--- src/rtl/fpsf_defines.vh ---
`ifndef FPSF_DEFINES_VH
`define FPSF_DEFINES_VH
// register addresses within a page
`define FPSF_ADDR_PAGE 7'h00
`define FPSF_ADDR_FORMAT 7'h01
`define FPSF_ADDR_OFFSET 7'h03
`define FPSF_ADDR_FAULT 7'h6C
`define FPSF_ADDR_LOWPWR 7'h79
`define FPSF_ADDR_BANK 7'h7F
// page holding each register
`define FPSF_PAGE_SYS 8'h00
`define FPSF_PAGE_PORT 8'h01
`define FPSF_BANK_BASE 8'h00
// reset values
`define FPSF_RST_PAGE 8'h01
`define FPSF_RST_FORMAT 8'h10
`define FPSF_RST_ZERO 8'h00
// field positions
`define FPSF_BIT_FAULT1 3
`define FPSF_BIT_FAULT2 2
`define FPSF_BIT_SHDN 7
`define FPSF_FMT_HI 7
`define FPSF_FMT_LO 5
`define FPSF_LEN_HI 4
`define FPSF_LEN_LO 3
`define FPSF_BIT_FLOAT 0
// writable bits of the format register (reserved 2-1 kept read/write)
`define FPSF_MASK_FORMAT 8'hFF
`define FPSF_MASK_LOWPWR 8'hFF
// framing codes
`define FPSF_MODE_I2S 3'h0
`define FPSF_MODE_DSP 3'h1
`define FPSF_MODE_RJ 3'h2
`define FPSF_MODE_LJ 3'h3
`define FPSF_MODE_PCM 3'h4
// word length codes and widths
`define FPSF_LEN_16 2'h0
`define FPSF_LEN_20 2'h1
`define FPSF_LEN_24 2'h2
`define FPSF_LEN_32 2'h3
`define FPSF_W16 6'h10
`define FPSF_W20 6'h14
`define FPSF_W24 6'h18
`define FPSF_W32 6'h20
// nominal first-bit delay per framing, bit clocks
`define FPSF_NOM_I2S 9'h001
`define FPSF_NOM_NONE 9'h000
`endif

--- src/rtl/fpsf_regs.v ---
`include "fpsf_defines.vh"
`default_nettype none
// Overview of operation
// - fault flags latch, a read clears them unless a same-cycle event sets one
// - bit 3 shows clock-error block one fault
// - bit 2 shows clock-error block two fault
// - bit 7 set enters low-power shutdown
// - bank selector at 0x7F, resets to zero
// - page selector steers accesses, resets to one
// - page selector at address 0x00, every page
// - format field bits 7-5 selects framing
// - length field bits 4-3 sets sample width
// - bit 0 floats output after frame data
// - offset counted from frame clock rise, DSP
// - offset ignored in right-justified framing
module fpsf_regs (
  // clock and reset
  input wire i_sys_clk,
  input wire i_resetn,
  // control port access
  input wire [6:0] i_addr,
  input wire i_wr,
  input wire i_rd,
  input wire [7:0] i_wdata,
  output reg [7:0] o_rdata,
  output reg o_rvalid,
  // fault events, one-cycle pulses or levels
  input wire i_clock_fault_one,
  input wire i_clock_fault_two,
  // serial port frame state from the datapath
  input wire [5:0] i_frame_bit_count,
  // controls out
  output reg o_low_power_shutdown,
  output reg o_por_disable,
  output reg [7:0] o_bank,
  output reg [7:0] o_page,
  output reg [2:0] o_serial_format_select,
  output reg [5:0] o_serial_word_bits,
  output reg o_output_float_enable,
  output reg [8:0] o_first_bit_delay,
  output reg o_output_float_now
);

  ////////////////////////////////////////////////////////////////////////////
  // decode
  ////////////////////////////////////////////////////////////////////////////

  // true when the address names a register on the given page and bank
  function hit;
    input [6:0] addr;
    input [6:0] reg_addr;
    input [7:0] page;
    input [7:0] reg_page;
    input [7:0] bank;
    begin
      // only bank zero holds the paged registers
      hit = (addr == reg_addr) && (page == reg_page) && (bank == `FPSF_BANK_BASE);
    end
  endfunction

  // stored register values
  // selectors stay local as they decode on every page
  wire [7:0] format_q;
  wire [7:0] offset_q;
  wire [7:0] lowpwr_q;
  wire [7:0] fault_q;
  reg [7:0] page_q;
  reg [7:0] bank_q;

  // per-register hits
  wire hit_fmt;
  wire hit_off;
  wire hit_fault;
  wire hit_lp;
  wire hit_bank;
  wire hit_page;

  // page selector answers at address 0x00 on every page and bank
  // page always reachable
  assign hit_page = (i_addr == `FPSF_ADDR_PAGE);
  // bank selector answers on any page so the host can always switch back
  // bank at 0x7F
  assign hit_bank = (i_addr == `FPSF_ADDR_BANK);
  // serial port registers sit on page one, system ones on page zero
  // all four need bank zero as well
  assign hit_fmt = hit(i_addr, `FPSF_ADDR_FORMAT, page_q, `FPSF_PAGE_PORT, bank_q);
  assign hit_off = hit(i_addr, `FPSF_ADDR_OFFSET, page_q, `FPSF_PAGE_PORT, bank_q);
  assign hit_fault = hit(i_addr, `FPSF_ADDR_FAULT, page_q, `FPSF_PAGE_SYS, bank_q);
  assign hit_lp = hit(i_addr, `FPSF_ADDR_LOWPWR, page_q, `FPSF_PAGE_SYS, bank_q);

  ////////////////////////////////////////////////////////////////////////////
  // selectors
  ////////////////////////////////////////////////////////////////////////////

  // page and bank selectors
  always @(posedge i_sys_clk or negedge i_resetn) begin
    if (!i_resetn) begin
      page_q <= `FPSF_RST_PAGE;
      bank_q <= `FPSF_RST_ZERO;
    end else begin
      if (i_wr && hit_page) begin
        page_q <= i_wdata;
      end
      // bank writes land on every page
      // any of 256 banks
      if (i_wr && hit_bank) begin
        bank_q <= i_wdata;
      end
    end
  end

  ////////////////////////////////////////////////////////////////////////////
  // plain control registers
  ////////////////////////////////////////////////////////////////////////////

  // serial format register, resets to 24-bit I2S, driven output
  // reserved bits 2-1 are kept read/write
  fpsf_reg_cell #(
    .RST(`FPSF_RST_FORMAT),
    .MASK(`FPSF_MASK_FORMAT)
  ) u_format (
    .i_sys_clk(i_sys_clk),
    .i_resetn(i_resetn),
    .i_wr(i_wr && hit_fmt),
    .i_data(i_wdata),
    .o_q(format_q)
  );

  // data start offset register
  // the offset is ignored only in right-justified framing
  fpsf_reg_cell #(
    .RST(`FPSF_RST_ZERO),
    .MASK(`FPSF_MASK_FORMAT)
  ) u_offset (
    .i_sys_clk(i_sys_clk),
    .i_resetn(i_resetn),
    .i_wr(i_wr && hit_off),
    .i_data(i_wdata),
    .o_q(offset_q)
  );

  // low-power control register
  // only bit 7 drives logic, the other bits just store
  fpsf_reg_cell #(
    .RST(`FPSF_RST_ZERO),
    .MASK(`FPSF_MASK_LOWPWR)
  ) u_lowpwr (
    .i_sys_clk(i_sys_clk),
    .i_resetn(i_resetn),
    .i_wr(i_wr && hit_lp),
    .i_data(i_wdata),
    .o_q(lowpwr_q)
  );

  ////////////////////////////////////////////////////////////////////////////
  // sticky clock-fault flags
  ////////////////////////////////////////////////////////////////////////////

  // event inputs in flag bit order
  // bit 3 is block one, bit 2 is block two
  wire [7:0] fault_evt;
  assign fault_evt = {4'h0, i_clock_fault_one, i_clock_fault_two, 2'h0};

  // one sticky bit per flag; a read clears, a same-cycle event wins
  genvar g;
  generate
    for (g = 0; g < 8; g = g + 1) begin : g_flag
      if (g == `FPSF_BIT_FAULT1 || g == `FPSF_BIT_FAULT2) begin : g_live
        reg flag;
        always @(posedge i_sys_clk or negedge i_resetn) begin
          if (!i_resetn) begin
            flag <= 1'b0;
          // a new event wins over a clearing read
          end else if (fault_evt[g]) begin
            flag <= 1'b1;
          // the read returns the old value, then clears
          end else if (i_rd && hit_fault) begin
            flag <= 1'b0;
          end
        end
        assign fault_q[g] = flag;
      end else begin : g_rsvd
        // reserved bits read as zero
        assign fault_q[g] = 1'b0;
      end
    end
  endgenerate

  ////////////////////////////////////////////////////////////////////////////
  // read port
  ////////////////////////////////////////////////////////////////////////////

  // read mux, unmapped reads return zero
  reg [7:0] next_rdata;
  always @* begin
    next_rdata = `FPSF_RST_ZERO;
    if (hit_page) begin
      next_rdata = page_q;
    end else if (hit_bank) begin
      next_rdata = bank_q;
    end else if (hit_fmt) begin
      next_rdata = format_q;
    end else if (hit_off) begin
      next_rdata = offset_q;
    end else if (hit_fault) begin
      next_rdata = fault_q;
    end else if (hit_lp) begin
      next_rdata = lowpwr_q;
    end
  end

  // read data registered one cycle after the strobe
  always @(posedge i_sys_clk or negedge i_resetn) begin
    if (!i_resetn) begin
      o_rdata <= `FPSF_RST_ZERO;
      o_rvalid <= 1'b0;
    end else begin
      // valid marks the cycle after each read strobe, when a new answer lands
      o_rvalid <= i_rd;
      // data holds until the next read
      if (i_rd) begin
        o_rdata <= next_rdata;
      end
    end
  end

  ////////////////////////////////////////////////////////////////////////////
  // derived serial-port controls
  ////////////////////////////////////////////////////////////////////////////

  // sample width from the length field
  reg [5:0] next_bits;
  always @* begin
    // width decode
    // all four codes map to a width
    case (format_q[`FPSF_LEN_HI:`FPSF_LEN_LO])
      `FPSF_LEN_16: next_bits = `FPSF_W16;
      `FPSF_LEN_20: next_bits = `FPSF_W20;
      `FPSF_LEN_24: next_bits = `FPSF_W24;
      default: next_bits = `FPSF_W32;
    endcase
  end

  // first data bit position after the frame clock edge
  reg [8:0] next_delay;
  always @* begin
    next_delay = {1'b0, offset_q};
    case (format_q[`FPSF_FMT_HI:`FPSF_FMT_LO])
      // i2s has its one-bit nominal lag before the offset
      `FPSF_MODE_I2S: next_delay = `FPSF_NOM_I2S + {1'b0, offset_q};
      `FPSF_MODE_DSP: next_delay = `FPSF_NOM_NONE + {1'b0, offset_q};
      `FPSF_MODE_RJ: next_delay = `FPSF_NOM_NONE;
      // left-justified, mono and reserved codes
      // offset adds bit clocks
      default: next_delay = `FPSF_NOM_NONE + {1'b0, offset_q};
    endcase
  end

  // frame data has ended once past first-bit delay plus word width
  // ten bits wide so delay plus width never wraps
  wire [9:0] data_end;
  assign data_end = {1'b0, next_delay} + {4'h0, next_bits};

  // registered outputs
  always @(posedge i_sys_clk or negedge i_resetn) begin
    if (!i_resetn) begin
      // outputs start at the values the registers reset to
      o_low_power_shutdown <= 1'b0;
      o_por_disable <= 1'b0;
      o_bank <= `FPSF_RST_ZERO;
      o_page <= `FPSF_RST_PAGE;
      o_serial_format_select <= `FPSF_MODE_I2S;
      o_serial_word_bits <= `FPSF_W24;
      o_output_float_enable <= 1'b0;
      o_first_bit_delay <= `FPSF_NOM_I2S;
      o_output_float_now <= 1'b0;
    end else begin
      o_low_power_shutdown <= lowpwr_q[`FPSF_BIT_SHDN];
      o_por_disable <= lowpwr_q[`FPSF_BIT_SHDN];
      // selector copies for the access steering outside
      o_bank <= bank_q;
      o_page <= page_q;
      o_serial_format_select <= format_q[`FPSF_FMT_HI:`FPSF_FMT_LO];
      o_serial_word_bits <= next_bits;
      o_output_float_enable <= format_q[`FPSF_BIT_FLOAT];
      o_output_float_now <= format_q[`FPSF_BIT_FLOAT] &&
        ({4'h0, i_frame_bit_count} >= data_end);
      // data start position for the serial datapath
      o_first_bit_delay <= next_delay;
    end
  end

endmodule // fpsf_regs
`default_nettype wire

--- src/rtl/fpsf_reg_cell.v ---
`default_nettype none
// one 8-bit control register with reset value and write mask
module fpsf_reg_cell #(
  parameter [7:0] RST = 8'h00,
  parameter [7:0] MASK = 8'hFF
) (
  // clock and reset
  input wire i_sys_clk,
  input wire i_resetn,
  // write port
  input wire i_wr,
  input wire [7:0] i_data,
  // stored value
  output reg [7:0] o_q
);
  // masked write, registered output
  always @(posedge i_sys_clk or negedge i_resetn) begin
    if (!i_resetn) begin
      o_q <= RST;
    end else if (i_wr) begin
      o_q <= (i_data & MASK) | (o_q & ~MASK);
    end
  end
endmodule // fpsf_reg_cell
`default_nettype wire

--- config.mk ---
export PLATFORM = sky130hd
export DESIGN_NAME = fpsf_regs
export DESIGN_NICKNAME = d
export VERILOG_FILES = /design/src/rtl/fpsf_regs.v /design/src/rtl/fpsf_reg_cell.v
export VERILOG_INCLUDE_DIRS = /design/src /design/src/rtl
export SDC_FILE = /design/constraint.sdc
export NUM_CORES = 1
export LEC_CHECK = 0
export BUFFER_PORTS_ARGS = -buffer_cell sky130_fd_sc_hd__buf_4
export CELL_PAD_IN_SITES_DETAIL_PLACEMENT = 1
export CELL_PAD_IN_SITES_GLOBAL_PLACEMENT = 1
export CORE_MARGIN = 5
export CORE_UTILIZATION = 32
export CTS_CLUSTER_DIAMETER = 150
export CTS_CLUSTER_SIZE = 10
export DETAILED_ROUTE_END_ITERATION = 8
export PLACE_DENSITY = 0.64
export SLEW_MARGIN = 20
export SYNTH_ARGS = -nofsm -noshare
export SYNTH_HDL_FRONTEND = slang
export SYNTH_HIERARCHICAL = 1
export SYNTH_SLANG_ARGS = --single-unit
export TNS_END_PERCENT = 1
--- constraint.sdc ---
create_clock -name i_sys_clk -period 3.7 [get_ports i_sys_clk]
set_clock_uncertainty 0.2 [all_clocks]
set_input_delay 0.555 -clock i_sys_clk [delete_from_list [all_inputs] [get_ports i_sys_clk]]
set_output_delay 0.555 -clock i_sys_clk [all_outputs]
set_load 0.01 [all_outputs]
# --- After elaboration in Yosys (flattened, before gate mapping) ---
# Cells that the tools add are included.
totals:
  reg_bits: 88
  in_bits: 27
  output_inout_bits: 47
  elab_cells: 62
classes:
  n_addsub: 2
  n_lt_le_gt_ge: 1
  n_eq_ne: 9
  muxes: 11
  n_reduce_logical: 22
ops:
  columns: ["op", "n"]
  rows:
  - ["$mux 8", 6]
  - ["$eq 7x7->1 const B", 3]
  - ["$pmux 6 s3", 1]
  - ["$pmux 9 s2", 1]
  - ["$logic_not 8->1", 2]
  - ["$logic_and 1x1->1", 15]
  - ["$add 9x6->10", 1]
  - ["$ge 6x10->1", 1]
  - ["$add 1x8->9 const A", 1]
  - ["$eq 8x1->1 const B", 1]
  - ["$eq 7x1->1 const B", 1]
  - ["$eq 7x2->1 const B", 1]
  - ["$logic_not 7->1", 1]
  - ["$reduce_bool 2->1", 2]
  - ["$eq 3x2->1 const B", 1]
  - ["$logic_not 3->1", 1]
  - ["$mux 1", 3]
  - ["$eq 2x1->1 const B", 1]
  - ["$eq 2x2->1 const B", 1]
  - ["$logic_not 2->1", 1]

# --- Longest topological paths before layout ---
depth:
  depth_word: 9
  mapped_depth: 14
  ltp_nobuf: 14

# --- Cells and area by module ---
# The synthesis kept the hierarchy.
modules_own_cells:
  columns: ["mod", "instances", "cells_each", "area_each_um2", "seq_area_each_um2"]
  rows:
  - ["fpsf_regs", 1, 249, 2904.0, 1557.7]
  - ["fpsf_reg_cell at u_lowpwr ...", 2, 17, 331.6, 200.2]
  - ["fpsf_reg_cell at u_format", 1, 17, 332.8, 201.4]

# --- Least setup slack after synthesis ---
# Ideal clock, no wire load.
synth_timing:
  path_kind: "register to register"
  startpoint: "register u_format.o_q[5]"
  endpoint: "register o_output_float_now"
  setup_time_ps: 94
  arrival_ps: 2933
  required_time_ps: 3406
  setup_slack_ps: 473
  stages_incl_launch_ff: 15
  n_path_buf: 1
  period_less_slack_ps: 3227
  path_cell_list: "dfrtp_1 or2_2 clkbuf_1 nor3_1 a21oi_1 o21ai_0 ha_1 a21o_1 a21oi_1 xor2_1 ha_1 nor2_1 nor4b_1 o21ai_0 a211oi_1"
synth_via:
  elab_chain_len: 5
  word_cells_on_any_way: 6
  cone_classes: "add/sub: 1; order compare: 1; eq/ne: 1; mux: 1; reduce/logical: 2"
synth_rtl:
  columns: ["item", "line", "text"]
  rows:
  - ["start, declared", "fpsf_reg_cell.v:14", "output reg [7:0] o_q"]
  - ["start signal, assigned", "fpsf_reg_cell.v:21", "o_q <= (i_data & MASK) | (o_q & ~MASK);"]
  - ["$eq 3x2->1 / $logic_not 3->1 (equally long branches)", "fpsf_regs.v:248", "case (format_q[`FPSF_FMT_HI:`FPSF_FMT_LO])"]
  - ["$pmux 9 s2 *", "fpsf_regs.v:248", null]
  - ["named net next_delay[3]", "fpsf_regs.v:245", "reg [8:0] next_delay;"]
  - ["$add 9x6->10 *", "fpsf_regs.v:262", "assign data_end = {1'b0, next_delay} + {4'h0, next_bits};"]
  - ["$ge 6x10->1 *", "fpsf_regs.v:287", "({4'h0, i_frame_bit_count} >= data_end);"]
  - ["$logic_and 1x1->1 *", "fpsf_regs.v:286", "o_output_float_now <= format_q[`FPSF_BIT_FLOAT] &&"]
  - ["end signal, assigned", "fpsf_regs.v:286", null]
  - ["end, declared", "fpsf_regs.v:41", "output reg o_output_float_now"]
# Mark *: on every way through the listed nets, which the timed path passes. The rest lies on a longest branch.
# A chain may end at the register's enable or synchronous reset.

# --- Worst setup path in the final report ---
# Ends and elaborated chain as after synthesis.

==> impl_metrics.py <==
metrics = {
    "logic_synthesis": {
        "async_flop_share_pct": 100,
        "synth_cells": 300,
        "ys_seq_area_share_pct": 55.4,
        "yosys_warnings": 6,
        "ys_types": 51,
        "synth-main-ff-cell": "dfrtp_1",
        "syn_area_mm2": 0.00390,
        "yosys_register_bits": 86,
        "syn_area_per_cell_um2": 13.0,
        "synth_edf_count": 0,
    },
    "critical_path": {
        "cpPeakStageDelay_ns": 0.44,
        "ff2ff_path_depth": 13,
        "crit_buf_inv": 0,
        "arrival_ns": 3.33,
        "path_class": "register to register",
        "cp_slowest_cell": "dfrtp_1",
        "r2r_slack_ns": 0.42,
        "cp_cell_sequence": "or2_2 -> nor3_1 -> a21oi_1 -> o21ai_0 -> ha_1 -> a21o_1 -> a21oi_1 -> xor2_1 -> ha_1 -> nor2_1 -> nor4b_1 -> o21ai_0 -> a211oi_1",
        "endpoint_kind": "register",
        "cp.depth": 13,
        "reg2reg_from": "u_format/o_q[5]$_DFFE_PN0P_",
        "crit_path_start": "u_format/o_q[5]$_DFFE_PN0P_",
        "critPathMaxFanout": 13,
        "crit_required_ns": 3.75,
        "crit_family": "compound AO/OA/AOI/OAI gates",
        "r2r-end": "o_output_float_now$_DFF_PN0_",
        "critPathCapture": "o_output_float_now$_DFF_PN0_",
        "start_kind": "register",
    },
    "finish": {
        "antenna_cells": 0,
        "layout.cells.non_filler": 529,
        "nets": 416,
        "area_delta_synth_final_pct": 25.2,
        "drive_above_1_share_pct": 37.2,
        "final_cell_area_mm2": 0.00488,
    },
    "detailed_routing": {
        "wl_um": 10400,
        "vias": 2781,
        "drt-initial-drc-count": 135,
        "dr.pass1.iters": 4,
        "ant_nets": 0,
        "drc": 0,
        "viasPerCell": 5.26,
        "routedWlPerCell_um": 19.6,
    },
    "clocking": {
        "htreeDepth": 3,
        "cts.sink_count": 86,
        "cts_tree": "built",
        "cts_max_path_buffers": 2,
        "cts_root_buffer": "clkbuf_16",
        "post_cts_resized": 0,
        "cts_hold_buf": 0,
        "clk_pin_slew_ns": 0.06,
        "post_cts_buffers": 0,
        "clk_latency_ns": 0.34,
        "cts_buffers": 9,
    },
    "floorplan": {
        "die-area_mm2": 0.0145,
        "ios": 74,
        "rows": 40,
        "core_area_mm2": 0.0120,
        "die_h_um": 120,
        "initial_utilization_pct": 32.6,
        "die_w_um": 120,
    },
    "place": {
        "routabilityCongestion": 0.793,
        "place_area_mm2": 0.00458,
        "port_buffers": 71,
        "hpwlAfterDp_um": 7520,
        "dp.cells": 513,
    },
    "run": {
        "max_cap_viol_count": 0,
    },
    "pwr": {
        "comb_power_share_pct": 8.8,
        "internal_power_uw": 1640,
        "power_switching_uw": 494,
        "ir_drop_v": 0.000211,
        "p_seq_share_pct": 48.0,
        "p_per_area_mw_per_mm2": 436,
        "p_total_uw": 2130,
        "p_clk_share_pct": 43.2,
        "leakage_uw": 0.00236,
        "p_sw_share_pct": 23.2,
    },
    "global_routing": {
        "grt_pass1_vias": 3068,
        "antenna_found_initial": 0,
        "grt_max_degree": 50,
        "grt.total_usage_pct": 14.9,
        "grt_first_pass_wirelength_um": 16800,
        "gr-total-overflow": 0,
    },
    "sta": {
        "setup_viol": 0,
        "tns_ns": 0,
        "worst_pin_slew_ns": 0.669,
        "whs_ns": 0.0388,
        "min_period_over_period_pct": 88.6,
        "max_freq_mhz": 305,
        "relSlewSlack_pct": 55.1,
        "period_needed_ns": 3.28,
        "rsz0062_at_grt": "no",
        "hold_viol": 0,
        "maxSlewViolCount": 0,
    },
    "status": {
        "status": "finished, final reports clean",
    },
    "worst_hold_path": {
        "hold_class": "input port to asynchronous set/reset pin",
    },
}
## cell usage after synthesis (2+ instances only)
cell type | n | area (um2)
a21o_1 | 6 | 45.0
nand3_1 | 6 | 30.0
nor2b_1 | 3 | 18.8
nor4_4 | 2 | 42.5
a32oi_1 | 6 | 52.6
a221o_1 | 6 | 60.1
a21oi_1 | 4 | 20.0
mux2_2 | 16 | 180
mux2_4 | 24 | 360
nor2_1 | 11 | 41.3
buf_6 | 3 | 33.8
a211oi_1 | 2 | 15.0
o22ai_1 | 2 | 12.5
ha_1 | 11 | 138
buf_4 | 3 | 22.5
o21ai_0 | 19 | 95.1
inv_1 | 8 | 30.0
mux2i_1 | 2 | 20.0
a221oi_1 | 3 | 26.3
a22o_1 | 2 | 17.5
clkbuf_1 | 3 | 11.3
nand2b_1 | 9 | 56.3
buf_2 | 2 | 10.0
nor3_1 | 7 | 35.0
dfstp_2 | 6 | 158
nand4_1 | 2 | 12.5
o221ai_1 | 8 | 70.1
nand2_1 | 15 | 56.3
and3_1 | 4 | 25.0
a22oi_1 | 2 | 15.0
dfrtp_1 | 80 | 2000
nor4_1 | 4 | 25.0
## state kept, by name, indices dropped and copies added (netlist names)
register and flops:
o_rdata 8, o_bank 8, u_format/o_q 8, o_output_float_now 1
page_q 8, u_lowpwr/o_q 8, o_output_float_enable 1, o_por_disable 1
o_first_bit_delay 9, o_rvalid 1, o_serial_format_select 3, o_page 8
u_offset/o_q 8, o_serial_word_bits 4, bank_q 8, g_flag.g_live.flag 2
## metrics by stage
step / worst slack (ns) / util (%)
global placement: 0.592 / 38.3
finish: 0.423 / 40.8
CTS: 0.416 / 40.8
floorplan: 0.473 / -
global route: 0.204 / 40.8
detailed placement: 0.420 / 38.3
## per-layer routing
| metal | track usage (%) | vias up | part of all wire, % |
|---|---|---|---|
| li1 | - | 1263 | - |
| met1 | 18.9 | 1434 | 45 |
| met2 | 24.6 | 72 | 49 |
| met3 | 4.68 | 12 | 4.7 |
| met4 | 4.32 | 0 | 1.3 |
| met5 | 0 | - | 0 |
## kinds of logic (layout without fill, tap and decap cells)
| family | after synthesis | after routing | synth area share (%) |
|---|---|---|---|
| AOI/OAI and AO/OA | 62 | 62 | 11.4 |
| xor gates and xnor gates | 2 | 2 | 0.449 |
| adders and majority gates | 12 | 12 | 4.04 |
| buffers and inverters | 20 | 101 | 2.86 |
| DFF | 86 | 86 | 55.4 |
| muxes | 42 | 42 | 14.4 |
| other | 1 | 2 | 0.0962 |
| and+or+nand+nor | 75 | 75 | 11.4 |
## how the worst min path moves through the flow
stage | startpoint | endpoint
2_1_floorplan | i_resetn | bank_q[0]$_DFFE_PN0P_
4_1_cts | i_resetn | o_serial_format_select[0]$_DFF_PN0_
5_1_grt | i_resetn | o_page[4]$_DFF_PN0_
6_report | i_resetn | o_page[4]$_DFF_PN0_
3_5_place_dp | u_lowpwr/o_q[7]$_DFFE_PN0P_ | o_por_disable$_DFF_PN0_
3_3_place_gp | u_lowpwr/o_q[7]$_DFFE_PN0P_ | o_por_disable$_DFF_PN0_
## cell type report
cell class              count  area (um2)
fillers                  1265        7080
flip-flops and latches     86        2160
multi-input cells         195        1630
repair buffers             76         571
clock buffers              13         260
well taps                 147         184
clock inverters             3        42.5
inverters                   9        33.8
## worst reg2reg max path: stages, from the launching register on
cell and delay, ns:
dfrtp_1 0.44, or2_2 0.43, nor3_1 0.20, a21oi_1 0.06, o21ai_0 0.22, ha_1 0.28
a21o_1 0.19, a21oi_1 0.20, xor2_1 0.10, ha_1 0.29, nor2_1 0.04, nor4b_1 0.23
o21ai_0 0.13, a211oi_1 0.18
## power by group through the flow
stage	Combinational, uW	Sequential (uW)	Clock, uW
finish	188	1020	920
detailed placement	190	1040	0
CTS	191	1020	946
global route	207	1030	980
global placement	185	1040	0
floorplan	72.0	1040	0
## cells in the final DEF (no fill, tap or decap), types with 6 or more instances in the layout
cell type / netlist / routed
dfrtp_1: 80 / 80
buf_4: 3 / 76
mux2_4: 24 / 24
o21ai_0: 19 / 19
mux2_2: 16 / 16
nand2_1: 15 / 15
nor2_1: 11 / 11
ha_1: 11 / 11
nand2b_1: 9 / 9
clkbuf_16: 0 / 9
inv_1: 8 / 8
o221ai_1: 8 / 8
nor3_1: 7 / 7
a21o_1: 6 / 6
nand3_1: 6 / 6
a32oi_1: 6 / 6
a221o_1: 6 / 6
dfstp_2: 6 / 6
Power figures use the tool's default switching activity.
